### config.mk
export PLATFORM = sky130hd
export DESIGN_NAME = pgd_datapath
export DESIGN_NICKNAME = d
export VERILOG_FILES = /design/src/pgd_pkg.sv /design/src/pgd_datapath.sv
export SDC_FILE = /design/constraint.sdc
export NUM_CORES = 1
export LEC_CHECK = 0
export ABC_AREA = 1
export BUFFER_PORTS_ARGS = -buffer_cell sky130_fd_sc_hd__buf_2
export CORE_MARGIN = 8
export CORE_UTILIZATION = 45
export DETAILED_ROUTE_END_ITERATION = 6
export PLACE_DENSITY = 0.79
export SLEW_MARGIN = 20
export SYNTH_ARGS = -nofsm -noshare
export SYNTH_HDL_FRONTEND = slang
export SYNTH_SLANG_ARGS = --single-unit
### constraint.sdc
create_clock -name clk -period 2.2 [get_ports clk]
set_input_delay 0.44 -clock clk [delete_from_list [all_inputs] [get_ports clk]]
set_output_delay 0.44 -clock clk [all_outputs]
set_load 0.01 [all_outputs]
### src/pgd_pkg.sv
package pgd_pkg;
	timeunit 1ns;
	timeprecision 1ps;
	// Host I/O port addresses
	localparam logic [15:0] PORT_PAIR_B   = 16'h03CA;
	localparam logic [15:0] PORT_PAIR_A   = 16'h03CC;
	localparam logic [15:0] PORT_POINTER  = 16'h03CE;
	localparam logic [15:0] PORT_DATA     = 16'h03CF;
	// Indexed register numbers
	localparam logic [7:0] IDX_FILL_VALUE  = 8'h00;
	localparam logic [7:0] IDX_FILL_ENABLE = 8'h01;
	localparam logic [7:0] IDX_CMP_COLOR   = 8'h02;
	localparam logic [7:0] IDX_ROTATE_OP   = 8'h03;
	localparam logic [7:0] IDX_READ_PLANE  = 8'h04;
	localparam logic [7:0] IDX_MODE        = 8'h05;
	localparam logic [7:0] IDX_MISC        = 8'h06;
	localparam logic [7:0] IDX_CMP_MASK    = 8'h07;
	localparam logic [7:0] IDX_BIT_MASK    = 8'h08;
	localparam logic [7:0] IDX_LATCH0      = 8'hF8;
	localparam logic [7:0] IDX_LATCH3      = 8'hFB;
	// Reset values
	localparam logic [7:0] RST_PAIR_A      = 8'h00;
	localparam logic [7:0] RST_PAIR_B      = 8'h01;
	localparam logic [7:0] RST_ZERO        = 8'h00;
	localparam logic [7:0] RST_BIT_MASK    = 8'hFF;
	localparam logic [7:0] RST_CMP_MASK    = 8'h0F;
	// Field positions
	localparam int WMODE_LSB      = 0;
	localparam int RMODE_BIT      = 3;
	localparam int ROT_LSB        = 0;
	localparam int FUNC_LSB       = 3;
	localparam int GFX_BIT        = 0;
	localparam int PTR_HIGH_LSB   = 5;
	localparam int PTR_FLAG_BIT   = 4;
	localparam int PLANES         = 4;

	typedef enum logic [1:0]
	{
		PGD_WM_FILL  = 2'd0,
		PGD_WM_LATCH = 2'd1,
		PGD_WM_COLOR = 2'd2,
		PGD_WM_BAD   = 2'd3
	} pgd_wmode_t;

	typedef enum logic [1:0]
	{
		PGD_OP_PASS = 2'd0,
		PGD_OP_AND  = 2'd1,
		PGD_OP_OR   = 2'd2,
		PGD_OP_XOR  = 2'd3
	} pgd_op_t;

	// Fetch sequencer, one-hot
	typedef enum logic [3:0]
	{
		PGD_F_IDLE  = 4'b0001,
		PGD_F_CHAR  = 4'b0010,
		PGD_F_FONT  = 4'b0100,
		PGD_F_SHIFT = 4'b1000
	} pgd_fstate_t;

	// Four plane bytes travel together
	typedef struct packed
	{
		logic [7:0] p3;
		logic [7:0] p2;
		logic [7:0] p1;
		logic [7:0] p0;
	} pgd_word_t;

	// Host I/O request
	typedef struct packed
	{
		logic        ioWr;
		logic        ioRd;
		logic [15:0] ioAddr;
		logic [7:0]  wrData;
	} pgd_io_t;
endpackage : pgd_pkg

### src/pgd_datapath.sv
// Summary of operation
// - Host writes index to pointer port, then data port reaches indexed register.
// - One data port: indices 00-08 are mode registers, F8-FB read latches.
// - The low four pointer bits choose the data-port register; the latch bank also needs upper nibble F.
// - Pointer reads return bits 5, 6, 7 as ones.
// - Pointer bit 4 reads one only if last write set bits 5-7.
// - Pair A steering picks bus bits for planes 0 and 1.
// - Pair B steering picks bus bits for planes 2 and 3.
// - Write mode 0: enabled planes get fill bit on all eight bits.
// - Write mode 0: enabled plane data comes from fill value.
// - Write mode 0: disabled plane data comes from processed CPU byte.
// - Read mode 1: per bit compare planes to color under mask, one on match.
// - Datapath split: section A serves planes 0-1, section B planes 2-3.
// - One CPU write updates all four planes as a 32-bit word.
// - Graphics mode: fetch eight 4-bit pixels, send one per cycle.
// - Text mode: fetch code and attribute, then font byte, forward both.
// - Registers are readable as well as writable; latches are read-only.
// - Mode bits 1:0 choose write mode; 0 is rotate/fill, 3 illegal.
// - Mode bit 3 chooses read mode: plane select or color compare.
// - Compare mask bit 0 excludes a color bit, 1 includes it.
// - Every CPU memory read loads the four plane latches.
module pgd_datapath
(
	// Clock and reset
	input  wire logic              clk,
	input  wire logic              rst_b,
	// Host I/O bus
	input  wire pgd_pkg::pgd_io_t  io,
	output logic [7:0]             ioRdData,
	// Host memory access
	input  wire logic              memWr,
	input  wire logic              memRd,
	input  wire logic [7:0]        memWrData,
	output logic [7:0]             memRdData,
	// Display planes
	input  wire pgd_pkg::pgd_word_t planeRdWord,
	output pgd_pkg::pgd_word_t     planeWrWord,
	output logic [3:0]             planeWrEn,
	// Display fetch
	input  wire logic              fetchStart,
	input  wire pgd_pkg::pgd_word_t fetchWord,
	input  wire logic [7:0]        fontByte,
	output logic                   fontReq,
	output logic [3:0]             pixelOut,
	output logic                   pixelValid,
	output logic [7:0]             textFont,
	output logic [7:0]             textAttr,
	output logic                   textValid
);
	timeunit 1ns;
	timeprecision 1ps;
	////////////////////////////////////////////////////////////////////////////
	logic [7:0] pointer, next_pointer;
	logic       ptrFlag, next_ptrFlag;
	logic [7:0] pairA, next_pairA, pairB, next_pairB;
	logic [7:0] regs [0:8];
	logic [7:0] next_regs [0:8];
	pgd_pkg::pgd_word_t latches, next_latches;
	logic [7:0] ioRdNext, memRdNext;
	logic [3:0] idx;
	logic       latchSel;
	logic [7:0] fillValue, fillEnable, cmpColor, rotOp, readSel, modeReg, miscReg;
	logic [7:0] cmpMask, bitMask;

	assign idx        = pointer[3:0];
	// Only the latch bank looks at the upper nibble, since 08 and F8 share a low nibble
	assign latchSel   = pointer[7:4] == pgd_pkg::IDX_LATCH0[7:4]
		&& idx >= pgd_pkg::IDX_LATCH0[3:0] && idx <= pgd_pkg::IDX_LATCH3[3:0];
	assign fillValue  = regs[0];
	assign fillEnable = regs[1];
	assign cmpColor   = regs[2];
	assign rotOp      = regs[3];
	assign readSel    = regs[4];
	assign modeReg    = regs[5];
	assign miscReg    = regs[6];
	assign cmpMask    = regs[7];
	assign bitMask    = regs[8];

	////////////////////////////////////////////////////////////////////////////
	// Register file and host reads
	always_comb
	begin
		next_pointer = pointer;
		next_ptrFlag = ptrFlag;
		next_pairA   = pairA;
		next_pairB   = pairB;
		for (int i = 0; i < 9; i++)
			next_regs[i] = regs[i];
		ioRdNext = ioRdData;
		if (io.ioWr)
		begin
			unique case (io.ioAddr)
				pgd_pkg::PORT_POINTER:
				begin
					next_pointer = io.wrData;
					next_ptrFlag = &io.wrData[7:pgd_pkg::PTR_HIGH_LSB];
				end
				pgd_pkg::PORT_PAIR_A: next_pairA = io.wrData;
				pgd_pkg::PORT_PAIR_B: next_pairB = io.wrData;
				pgd_pkg::PORT_DATA:
					// Latch indices are read-only; writes there are dropped
					if (!latchSel && idx <= pgd_pkg::IDX_BIT_MASK[3:0])
						next_regs[idx] = io.wrData;
				default: ;
			endcase
		end
		if (io.ioRd)
		begin
			unique case (io.ioAddr)
				pgd_pkg::PORT_POINTER:
					ioRdNext = {3'b111, ptrFlag, pointer[3:0]};
				pgd_pkg::PORT_PAIR_A: ioRdNext = pairA;
				pgd_pkg::PORT_PAIR_B: ioRdNext = pairB;
				pgd_pkg::PORT_DATA:
				begin
					if (latchSel)
						ioRdNext = latches[(32'(idx) - 8) * 8 +: 8];
					else if (idx <= pgd_pkg::IDX_BIT_MASK[3:0])
						ioRdNext = regs[idx];
					else
						ioRdNext = 8'h00;
				end
				default: ioRdNext = 8'h00;
			endcase
		end
	end

	always_ff @(posedge clk or negedge rst_b)
	begin
		if (!rst_b)
		begin
			pointer  <= pgd_pkg::RST_ZERO;
			ptrFlag  <= 1'b0;
			pairA    <= pgd_pkg::RST_PAIR_A;
			pairB    <= pgd_pkg::RST_PAIR_B;
			ioRdData <= pgd_pkg::RST_ZERO;
			for (int i = 0; i < 9; i++)
				regs[i] <= pgd_pkg::RST_ZERO;
			regs[7]  <= pgd_pkg::RST_CMP_MASK;
			regs[8]  <= pgd_pkg::RST_BIT_MASK;
		end
		else
		begin
			pointer  <= next_pointer;
			ptrFlag  <= next_ptrFlag;
			pairA    <= next_pairA;
			pairB    <= next_pairB;
			ioRdData <= ioRdNext;
			for (int i = 0; i < 9; i++)
				regs[i] <= next_regs[i];
		end
	end

	////////////////////////////////////////////////////////////////////////////
	// Bus bit steering: a pair register names which bus bit pair feeds a plane pair
	function automatic logic [1:0] pairSel(input logic [7:0] bus, input logic [7:0] pos);
		pairSel = bus[2 * 32'(pos[1:0]) +: 2];
	endfunction : pairSel

	logic [3:0] steered;
	assign steered = {pairSel(memWrData, pairB), pairSel(memWrData, pairA)};

	////////////////////////////////////////////////////////////////////////////
	// CPU write path
	logic [7:0]          rotated;
	pgd_pkg::pgd_word_t  wrWord;
	pgd_pkg::pgd_wmode_t wmode;
	pgd_pkg::pgd_op_t    op;
	logic [2:0]          rot;

	assign wmode = pgd_pkg::pgd_wmode_t'(modeReg[pgd_pkg::WMODE_LSB +: 2]);
	assign op    = pgd_pkg::pgd_op_t'(rotOp[pgd_pkg::FUNC_LSB +: 2]);
	assign rot   = rotOp[pgd_pkg::ROT_LSB +: 3];
	assign rotated = 8'(({memWrData, memWrData} >> rot));

	always_comb
	begin
		logic [7:0] src;
		logic [7:0] lat;
		src = 8'h00;
		lat = 8'h00;
		wrWord = latches;
		for (int p = 0; p < pgd_pkg::PLANES; p++)
		begin
			lat = latches[p * 8 +: 8];
			unique case (wmode)
				pgd_pkg::PGD_WM_FILL:
					src = fillEnable[p] ? {8{fillValue[p]}} : rotated;
				pgd_pkg::PGD_WM_LATCH: src = lat;
				pgd_pkg::PGD_WM_COLOR: src = {8{steered[p]}};
				pgd_pkg::PGD_WM_BAD:   src = lat;
			endcase
			if (wmode != pgd_pkg::PGD_WM_LATCH)
			begin
				unique case (op)
					pgd_pkg::PGD_OP_PASS: src = src;
					pgd_pkg::PGD_OP_AND:  src = src & lat;
					pgd_pkg::PGD_OP_OR:   src = src | lat;
					pgd_pkg::PGD_OP_XOR:  src = src ^ lat;
				endcase
				src = (src & bitMask) | (lat & ~bitMask);
			end
			wrWord[p * 8 +: 8] = src;
		end
	end

	////////////////////////////////////////////////////////////////////////////
	// CPU read path and latches
	logic [7:0] match;
	always_comb
	begin
		for (int b = 0; b < 8; b++)
			match[b] = &(~({planeRdWord.p3[b], planeRdWord.p2[b],
				planeRdWord.p1[b], planeRdWord.p0[b]} ^ cmpColor[3:0]) | ~cmpMask[3:0]);
		next_latches = memRd ? planeRdWord : latches;
		memRdNext = memRdData;
		if (memRd)
		begin
			if (modeReg[pgd_pkg::RMODE_BIT])
				memRdNext = match;
			else
				memRdNext = planeRdWord[32'(readSel[1:0]) * 8 +: 8];
		end
	end

	always_ff @(posedge clk or negedge rst_b)
	begin
		if (!rst_b)
		begin
			latches     <= '0;
			memRdData   <= pgd_pkg::RST_ZERO;
			planeWrWord <= '0;
			planeWrEn   <= 4'h0;
		end
		else
		begin
			latches     <= next_latches;
			memRdData   <= memRdNext;
			planeWrWord <= wrWord;
			// Illegal write mode leaves memory untouched
			planeWrEn   <= {4{memWr && wmode != pgd_pkg::PGD_WM_BAD}};
		end
	end

	////////////////////////////////////////////////////////////////////////////
	// Display fetch toward the attribute stage
	pgd_pkg::pgd_fstate_t fState, next_fState;
	pgd_pkg::pgd_word_t   shiftWord, next_shiftWord;
	logic [2:0]           pixCnt, next_pixCnt;
	logic [7:0]           attrHold, next_attrHold;
	logic [3:0]           next_pixelOut;
	logic                 next_pixelValid, next_fontReq, next_textValid;
	logic [7:0]           next_textFont, next_textAttr;

	always_comb
	begin
		next_fState     = fState;
		next_shiftWord  = shiftWord;
		next_pixCnt     = pixCnt;
		next_attrHold   = attrHold;
		next_pixelOut   = pixelOut;
		next_pixelValid = 1'b0;
		next_fontReq    = 1'b0;
		next_textValid  = 1'b0;
		next_textFont   = textFont;
		next_textAttr   = textAttr;
		unique case (fState)
			pgd_pkg::PGD_F_IDLE:
				if (fetchStart)
				begin
					if (miscReg[pgd_pkg::GFX_BIT])
					begin
						next_shiftWord = fetchWord;
						next_pixCnt    = 3'd0;
						next_fState    = pgd_pkg::PGD_F_SHIFT;
					end
					else
					begin
						// Plane 1 carries the attribute beside the code in plane 0
						next_attrHold = fetchWord.p1;
						next_fontReq  = 1'b1;
						next_fState   = pgd_pkg::PGD_F_CHAR;
					end
				end
			pgd_pkg::PGD_F_CHAR:
				next_fState = pgd_pkg::PGD_F_FONT;
			pgd_pkg::PGD_F_FONT:
			begin
				next_textFont  = fontByte;
				next_textAttr  = attrHold;
				next_textValid = 1'b1;
				next_fState    = pgd_pkg::PGD_F_IDLE;
			end
			pgd_pkg::PGD_F_SHIFT:
			begin
				// Most significant bit leaves first
				next_pixelOut   = {shiftWord.p3[7], shiftWord.p2[7],
					shiftWord.p1[7], shiftWord.p0[7]};
				next_pixelValid = 1'b1;
				next_shiftWord  = {shiftWord.p3 << 1, shiftWord.p2 << 1,
					shiftWord.p1 << 1, shiftWord.p0 << 1};
				next_pixCnt     = pixCnt + 3'd1;
				if (pixCnt == 3'd7)
					next_fState = pgd_pkg::PGD_F_IDLE;
			end
			default: next_fState = pgd_pkg::PGD_F_IDLE;
		endcase
	end

	always_ff @(posedge clk or negedge rst_b)
	begin
		if (!rst_b)
		begin
			fState     <= pgd_pkg::PGD_F_IDLE;
			shiftWord  <= '0;
			pixCnt     <= 3'd0;
			attrHold   <= 8'h00;
			pixelOut   <= 4'h0;
			pixelValid <= 1'b0;
			fontReq    <= 1'b0;
			textValid  <= 1'b0;
			textFont   <= 8'h00;
			textAttr   <= 8'h00;
		end
		else
		begin
			fState     <= next_fState;
			shiftWord  <= next_shiftWord;
			pixCnt     <= next_pixCnt;
			attrHold   <= next_attrHold;
			pixelOut   <= next_pixelOut;
			pixelValid <= next_pixelValid;
			fontReq    <= next_fontReq;
			textValid  <= next_textValid;
			textFont   <= next_textFont;
			textAttr   <= next_textAttr;
		end
	end
endmodule : pgd_datapath

* Word-level counts from Yosys, hierarchy flattened
Cells that the tools add are included.
Widths: inputs -> output; s select.
** Cells by class
- $add $sub $neg :: 2
- $lt $le $gt $ge :: 5
- Equality and inequality tests :: 21
- Shift-type cells :: 5
- Mux-type cells :: 45
- Bitwise logic cells :: 52
- Reductions and logical operators :: 26
** Operators with widths (number)
- $pmux 8 s4 :: 5
- $mux 8 :: 18
- $and 8x8->8 :: 12
- $pmux 8 s3 :: 4
- $bwmux 72 :: 1
- $eq 16x10->1 const B :: 4
- $mux 32 :: 2
- $or 8x8->8 :: 8
- $pmux 32 s2 :: 1
- $not 4->4 :: 9
- $shiftx 32x33->8 :: 1
- $bmux 8 s4 :: 1
- $demux 8 s4 :: 1
- $or 4x4->4 :: 8
- $reduce_and 4->1 :: 8
- $shiftx 32x6->8 :: 1
- $xor 4x4->4 :: 8
- $xor 8x8->8 :: 4
- $shiftx 8x4->2 :: 2
- $shr 16x3->8 :: 1
- $mux 4 :: 3
- $pmux 4 s3 :: 1
- $reduce_and 3->1 :: 4
- $eq 2x2->1 const B :: 4
- 26 further kinds :: 45
** Word-level totals
- Register bits after elaboration :: 248
- Input port bits :: 111
- Output and inout bits :: 75
- Logic and storage cells :: 193

* Logic depth before layout (Yosys ltp)
Gate-level depths: netlist (run 1).
- Word-level depth :: 9
- Depth in mapped cells :: 17
- Depth with buffers taken out :: 17

* Worst setup path before layout (run 1)
Ideal clock, no wire load.
- Path kind :: register to register
- Start point :: register pairB[0]
- End point :: register planeWrWord[17] (netlist bit)
- Setup time :: 0.116 ns
- Arrival time :: 2.128 ns
- Data required time :: 2.084 ns
- Path slack :: -0.045 ns
- Cell stages (with the launch flop) :: 14
- Buffers on the path :: 1
- Clock period less this slack :: 2.245 ns
- Path through :: dfstp_2 clkbuf_1 o211ai_1 a21oi_1 nor2_1 nand2_1 inv_1 ha_1 nand2_1 o211ai_1 o21ai_0 inv_1 nand2_1 nand2_1
** RTL lines
- start: declaration :: RTL line pgd_datapath.sv:55 : logic [7:0] pairA, next_pairA, pairB, next_pairB;
- start signal: assignment :: RTL line pgd_datapath.sv:135 : pairB <= pgd_pkg::RST_PAIR_B;
- start signal: assignment :: RTL line pgd_datapath.sv:147 : pairB <= next_pairB;
- end signal: assignment :: RTL line pgd_datapath.sv:239 : planeWrWord <= wrWord;
- end: declaration :: RTL line pgd_datapath.sv:37 : output pgd_pkg::pgd_word_t planeWrWord,

==> results summary, run 1 <==
The number of flops mapped to enable cells by yosys is 0. The tightest slew margin relative to the limit is 50.4%. The congestion estimate from routability-driven global placement came to 0.951. The post-synthesis area per instance is 7.12 sq um. The first global-routing pass estimated 79300 microns of wire. The power density relative to cell area is 642 mW/mm^2. The element type at the critical path start is a register. The die height came out at 200 microns. The initial detailed-routing violation count came out at 1597. The die outline width is 200 microns. The initial utilization of the core area, before any placement, comes to 45.5%. After detailed routing, the number of vias per cell comes to 5.54.

The worst endpoint required time came out at 2.65 ns. The fraction of synthesized cell area in xor and xnor cells is 0%. For this run, the leading register cell type out of synthesis is dfrtp_1. The HPWL after detailed placement is 35500 microns.

The hold path endpoint is shiftWord[24]$_DFFE_PN0P_. The number of failing setup endpoints in the final timing report came out at 15. Setup repair after global routing could not meet its margin everywhere.

The non-filler instance count after layout is 2802. The count of maximum capacitance violations is 0. TritonCTS built the clock tree. The first TritonRoute pass finished after 7 iterations. The number of I/O port buffers is 185. The peak clock frequency supported by timing came out at 427 MHz. The library cell used as clock root buffer is clkbuf_16.

After synthesis, the share of cell area in mux cells is 0%. From synthesis to final layout, the design area changed by 24.1%. The critical path in this run is classified as reg2reg. The fraction of final layout cells with drive strength greater than 1 came out at 22.6%.

The final layout net count came out at 2505. The row count is 67. By area, the combinational part of the netlist is dominated by simple AND/OR/NAND/NOR gates. The worst path setup slack after routing came out at -0.140 ns. The floorplan die area came out at 0.0399 sq mm. The area fraction in compound gates after synthesis came out at 15.8%. In the final layout, the registers with the most flip-flops are latches: 32 flops, planeWrWord: 32 flops, shiftWord: 32 flops. The class of the tightest hold or removal check is in2reg. Of the total synthesized cell area, the portion taken by AND, OR, NAND and NOR gates is 28.7%.

In this run the most critical hold path is launched from fetchWord[24]. The core region area is 0.0334 sq mm. The run finished, with violations left.

The most common cell after layout, fill and taps aside is nand2_1. The clock sink total came out at 248. In the finished design, the share of the clock period the worst path needs comes to 106%. In this run the critical register-to-register path is launched from pairB[0]$_DFFE_PN1P_. After detailed routing, the average wire length per cell comes to 18.2 microns. In the layout the commonest cells are nand2_1, dfrtp_1, inv_1. The number of stages on the worst hold path is 3.

The number of buffers on the longest clock path is 3. During I/O placement, the number of pins put on the boundary was 186. The arrival time of data at the critical path endpoint is 2.79 ns. The DRC violation count after routing came out at 0. The adder and majority cell fraction of the synthesized area is 5.43%. The sequential share of the synthesized area is 40.9%. Once detail routing completed, the nets flagged for antenna violations numbered 0.

Of all nets on the critical path, the largest fanout is 5. The clock period minus final worst setup slack came out at 2.34 ns. The number of placed instances with taps included is 2733. The library cell with the largest summed area after synthesis is dfrtp_1. The share of synthesized registers carrying an async set or reset is 100%. The total number of yosys warnings came out at 0.

The worst-case reg-to-reg path depth came out at 14. The static power due to leakage came out at 9.81 nW. The insertion delay of the later-clocked pin in the worst-skew pair is 0.59 ns.

The unique cell type count in the Yosys netlist came out at 39. The total overflow left after global routing is 0. For the final routed database, the setup TNS stands at -0.872 ns.

The critical path endpoint category is a register. The largest voltage drop on the vdd net came out at 601 uV. When the netlist entered floorplanning its net count stood at 2313. The total via count in the routed design is 15530. The clock transition at the register clock pins on the worst setup and hold paths after CTS is 0.06 ns. Sorting the synthesized cells by area gives the leading types as dfrtp_1, nand2_1, o21ai_0. The number of hold-slack violations in the final timing report is 0.

The endpoint of the most critical register-to-register path is planeWrWord[18]$_DFF_PN0_. The H-tree level count is 1. The setup check on the worst reg-to-reg path leaves a slack of -0.14 ns.

The number of antenna violations at the first check in global routing is 4. For this run, the total global-route usage over all layers was measured as 24.7%. The routed wire length is 50900 microns. The post-synthesis instance area came out at 0.0152 sq mm. The via count of the first global-routing pass came out at 15247. The final clock skew came out at 0.0431 ns. Synthesis inferred 248 register bits.

The share of Yosys cell area claimed by the top area cell type is 38.5%. At the pin with the least slew margin, the transition time is 0.744 ns. Synthesis handed over a netlist of 2136 instances. The maximum number of pins on one net before global-route repair is 67. The final reports fail on setup timing. Counting the buffers created by CTS gives 28.

The max-slew violation count is 0.
cells in the mapped netlist (2+ instances only):
| library cell | n |
|---|---|
| o21ai_1 | 57 |
| a31oi_1 | 4 |
| clkinv_1 | 3 |
| dfrtp_1 | 234 |
| dfstp_2 | 14 |
| nor2_1 | 85 |
| buf_4 | 3 |
| nand4_1 | 44 |
| nand3_4 | 3 |
| nand3b_1 | 2 |
| clkbuf_1 | 88 |
| a22o_1 | 2 |
| inv_2 | 3 |
| buf_2 | 13 |
| a21oi_1 | 83 |
| buf_6 | 4 |
| o21ai_0 | 187 |
| o2111ai_1 | 12 |
| o21ai_2 | 16 |
| nand2_4 | 8 |
| inv_1 | 234 |
| nor2_4 | 3 |
| nor3_1 | 5 |
| nand2_1 | 755 |
| buf_1 | 7 |
| nand2_2 | 4 |
| nand3_1 | 125 |
| nor2_2 | 2 |
| o211ai_1 | 61 |
| ha_1 | 66 |
per-layer routing:
metal | vias up | share of wire (%) | GRT usage (%)
met5 | - | 0 | 0
met4 | 0 | 6.1 | 14.3
met3 | 184 | 8.0 | 3.03
met2 | 758 | 47 | 40.4
met1 | 7282 | 39 | 31.3
li1 | 7306 | - | -
final cells by class:
| cell class | count | area [sq um] |
|---|---|---|
| fill | 3026 | 14600 |
| multi-input combinational | 1532 | 8240 |
| sequential | 248 | 6230 |
| timing repair buffer | 277 | 1850 |
| inverter | 241 | 918 |
| clock buffer | 35 | 777 |
| tap | 448 | 561 |
| clock inverter | 17 | 294 |
| antenna | 4 | 10.0 |
stage by stage:
stage | hold slack (ns) | util, % | total power (W) | worst slack, ns | instance area [sq um]
finish | 0.0816 | 56.4 | 0.0121 | -0.140 | 18900
detailed placement | 0.433 | 50.7 | 0.00673 | -0.110 | 17000
global placement | 0.433 | 50.7 | 0.00666 | -0.0284 | 17000
global route | 0.0836 | 56.4 | 0.0126 | -0.239 | 18900
CTS | 0.0707 | 54.2 | 0.0121 | -0.0309 | 18100
floorplan | 0.144 | - | 0.00594 | 0.0380 | 15200
worst max-delay path by stage:
stage	start	endpoint
global route	rotOp[0]$_DFFE_PN0P_	planeWrWord[29]$_DFF_PN0_
CTS	pairB[0]$_DFFE_PN1P_	planeWrWord[18]$_DFF_PN0_
finish	pairB[0]$_DFFE_PN1P_	planeWrWord[18]$_DFF_PN0_
global placement	memWrData[2]	planeWrWord[19]$_DFF_PN0_
detailed placement	memWrData[2]	planeWrWord[18]$_DFF_PN0_
floorplan	pairA[0]$_DFFE_PN0P_	planeWrWord[6]$_DFF_PN0_
where the power goes:
| group | switching [W] | internal [W] |
|---|---|---|
| logic | 0.000996 | 0.000584 |
| registers | 0.000221 | 0.00492 |
| clock network | 0.00205 | 0.00334 |
| total | 0.00327 | 0.00885 |
critical path, cell delays in order, from the launching register on:
cell      delay [ns]
dfstp_2         0.56
buf_12          0.11
o211ai_1        0.12
a21oi_2         0.24
buf_6           0.19
nor2_1          0.07
nand2_1         0.09
inv_1           0.06
ha_1            0.27
nand2_1         0.07
o211ai_1        0.08
o21ai_0         0.17
inv_1           0.06
nand2_1         0.06
nand2_1         0.04
timing repair:
| item | CTS | global route |
|---|---|---|
| hold buffers | 1 | 0 |
| pin swaps | 3 | 44 |
| buffers inserted | 3 | 8 |
| cloned | 0 | 1 |
| hold endpoints to repair | 49 | 0 |
| gates resized for setup | 22 | 187 |
| setup endpoints to repair | 27 | 32 |
cells by family after synthesis:
| family | after synthesis |
|---|---|
| fa+ha+maj | 66 |
| compound gates | 425 |
| flops | 248 |
| buf+inv | 356 |
| simple gates | 1041 |
Power figures use the tool's default switching activity.
==> run 2, diff against run 1 <==
- CTS_BUF_LIST: not set -> sky130_fd_sc_hd__clkbuf_8
==> results summary, run 2 (synthesis gave the netlist of run 1 again) <==
The run finished, with violations left. The checks that failed: setup timing. The worst hold path begins at fontByte[2]. The number of buffers on the longest clock path came out at 3 (unchanged). The largest incremental delay on the critical path is 0.57 ns (about the same). The fraction of the core area covered by cells at the end of the flow came out at 55.8% (-0.65 points). The total via count in the routed design came out at 15548 (+0.12%). The first-pass GRT wire length is 79200 microns (-0.20%).

The worst endpoint required time came out at 2.65 ns (about the same). The area growth from synthesis to layout is 22.6%. The kind of cell with the highest combined delay along the critical path is compound AO/OA/AOI/OAI gates. The static power due to leakage is 9.78 nW (-0.29%). The number of placed instances with taps included was 2733 (unchanged). The DRC violation count after routing is 0 (unchanged). The final layout net count came out at 2529 (+0.96%). The portion of the clock cycle consumed by the worst path in the final layout came out at 105% (-0.93 points).

The die outline width is 200 microns (unchanged). The count of nets left with antenna violations after detail routing is 0 (unchanged). The beginning of the critical path is pairB[0]$_DFFE_PN1P_. The final weighted congestion of routability-driven global placement came to 0.951 (unchanged). The core region area is 0.0334 sq mm (unchanged).

The die height is 200 microns (unchanged). The TritonCTS buffer count was 44 (+57%). The H-tree level count is 2 (+1). In the layout the commonest cells are nand2_1, inv_1, dfrtp_1. The count of buffer and inverter cells on the critical path came to 4 (unchanged). The insertion delay of the later-clocked pin in the worst-skew pair came to 0.60 ns (about the same).

The power density relative to cell area came out at 608 mW/mm^2 (-5.3%). STA classifies the critical path startpoint as a register. The top-level port count is 186 (unchanged). The overflow left after global routing is 0 (unchanged). The largest registers in the layout are latches: 32 flops, planeWrWord: 32 flops, shiftWord: 32 flops. The library cell used as clock root buffer is clkbuf_8. The setup TNS is -0.752 ns (+0.120 ns). The net switching share of the total power is 28.6% (+1.6 points). The clock sink total came out at 248 (unchanged). The total routing resource utilization after global routing was 24.8% (+0.10 points).

The arrival time of data at the critical path endpoint came out at 2.77 ns (-0.02 ns). The largest fanout on the critical path is 6 (+1). The class of the tightest hold or removal check is in2reg.

The cell-internal power came to 0.00811 W (-8.4%). TritonCTS built the clock tree. The tightest slew margin relative to the limit is 53.1% (+2.8 points). The number of antenna violations at the first check in global routing came out at 4 (unchanged).

The row count came out at 67 (unchanged). The per-cell via count in the routed design is 5.48 (-1.1%). The reported net switching power is 0.00324 W (-0.83%). The via count of the first global-routing pass came out at 15384 (+0.90%). The non-filler instance count after layout was 2837 (+1.2%). The fraction of final layout cells with drive strength greater than 1 is 22.7% (+0.055 points). The number of I/O port buffers is 185 (unchanged). The clock period minus final worst setup slack came out at 2.32 ns (-0.0205 ns). The proportion of power drawn by combinational gates was 14.0% (+1.0 points). The cell that appears most often on the critical path is nand2_1.

The signal on the critical path passes through buf_12, o211ai_1, a21oi_2, buf_6, nor2_4, nand2_2, inv_2, ha_4, nand2_1, o211ai_1, o21ai_1, inv_1, nand2_1, nand2_1. The max-slew violation count came out at 0 (unchanged). The share of power burned in the clock network came out at 40.6% (-3.9 points). The library cell used most frequently in the layout, excluding fill and tap cells, is nand2_1. The count of maximum capacitance violations is 0 (unchanged).

The routed wire length is 50700 microns (-0.43%). The setup path with the least slack is of type reg2reg. The number of failing setup endpoints in the final timing report came out at 14 (-1). STA classifies the critical path endpoint as a register. The floorplan die area came out at 0.0399 sq mm (unchanged). The largest voltage drop on the vdd net came out at 372 uV (-38%). The initial core utilization is 45.5% (unchanged). The clock transition at the register clock pins on the worst setup and hold paths after CTS was 0.07 ns (about the same). Setup repair after global routing could not meet its margin everywhere. The initial detailed-routing violation count is 1365 (-15%).

The maximum number of pins on one net before global-route repair came out at 67 (unchanged). The register-to-register setup slack was -0.12 ns (+0.02 ns). The worst path setup slack after routing is -0.120 ns (+0.0205 ns).

The final clock skew came out at 0.0441 ns (+0.000947 ns). The slowest stage of the critical path is the dfstp_2 cell. The average wire per cell in the routed design came out at 17.9 microns (-1.7%). The number of hold-slack violations in the final timing report is 0 (unchanged).

The HPWL after detailed placement came out at 35500 microns (unchanged). The smallest hold slack is 0.0637 ns (-0.0178 ns). The filler cell count in the final layout is 3104 (+2.6%). The slew at the pin with the worst max-slew slack came out at 0.702 ns (-0.0417 ns). The sequential share of power was 45.4% (+2.9 points). The count of TritonRoute iterations in the first routing pass came out at 5 (-2). The peak clock frequency supported by timing came out at 431 MHz (+0.88%).

The launching point of the worst reg2reg path is pairB[0]$_DFFE_PN1P_.
run 2: cell types whose count changed in the layout (fill, tap and decap cells not counted), moves of 4 or more:
cell / before / now
nand2_4: 21 / 12
ha_4: 6 / 10
nand3_4: 11 / 3
buf_4: 66 / 78
inv_1: 225 / 236
clkbuf_16: 28 / 0
buf_6: 11 / 7
nand3_1: 100 / 105
clkbuf_8: 5 / 54
bufinv_16: 7 / 3
nand2_1: 681 / 693
inv_2: 9 / 14
run 2: layout make-up:
class / count / area [sq um] / share of cell area, %
repair buffers: 285 / 1880 / 10.1
inverters: 241 / 912 / 4.89
clock buffers: 54 / 743 / 3.98
diodes: 5 / 12.5 / 0.0671
multi-input cells: 1532 / 8130 / 43.6
flip-flops and latches: 248 / 6230 / 33.4
clock inverters: 24 / 198 / 1.06
well taps: 448 / 561 / 3.00
run 2: per-stage QoR:
| stage | total power (W) | setup slack [ns] | area, sq um |
|---|---|---|---|
| global route | 0.0119 | -0.230 | 18700 |
| finish | 0.0113 | -0.120 | 18700 |
| detailed placement | 0.00673 | -0.110 | 17000 |
| global placement | 0.00666 | -0.0284 | 17000 |
| CTS | 0.0114 | -0.0542 | 18100 |
| floorplan | 0.00594 | 0.0380 | 15200 |
run 2: power by group through the flow:
stage	combinational [W]	sequential [W]	clock (W)
floorplan	0.000652	0.00528	0
global placement	0.00145	0.00521	0
detailed placement	0.00151	0.00521	0
CTS	0.00153	0.00514	0.00469
global route	0.00180	0.00519	0.00488
finish	0.00159	0.00515	0.00461
run 2: final timing paths:
check                                       endpoint  cells past startpoint
setup / recovery           planeWrWord[17]$_DFF_PN0_                     14
min in group asynchronous   planeWrWord[7]$_DFF_PN0_                      2
setup reg to reg           planeWrWord[17]$_DFF_PN0_                     14
max in group asynchronous      fState[0]$_DFFE_PN1P_                      3
hold / removal               textFont[2]$_DFFE_PN0P_                      3
hold reg to reg              textFont[3]$_DFFE_PN0P_                      2
run 2: timing repair:
item | CTS | global route
cloned | 0 | 1
endpoints found under the setup margin | 29 | 32
pin swaps | 7 | 77
hold endpoints to repair | 49 | 0
setup buffers | 9 | 10
gates resized for setup | 35 | 140
hold buffers | 1 | 0
run 2: worst min-delay path: stages:
cell and delay (ns):
buf_2 0.07, nand2_1 0.04, nand2_1 0.05
run 2: metal layers:
layer / wire (microns) / vias to the layer above / GRT usage, %
li1: - / 7359 / -
met3: 4390 / 174 / 3.99
met5: 0 / - / 0
met1: 19700 / 7234 / 30.8
met4: 3050 / 0 / 15.4
met2: 23600 / 781 / 40.1
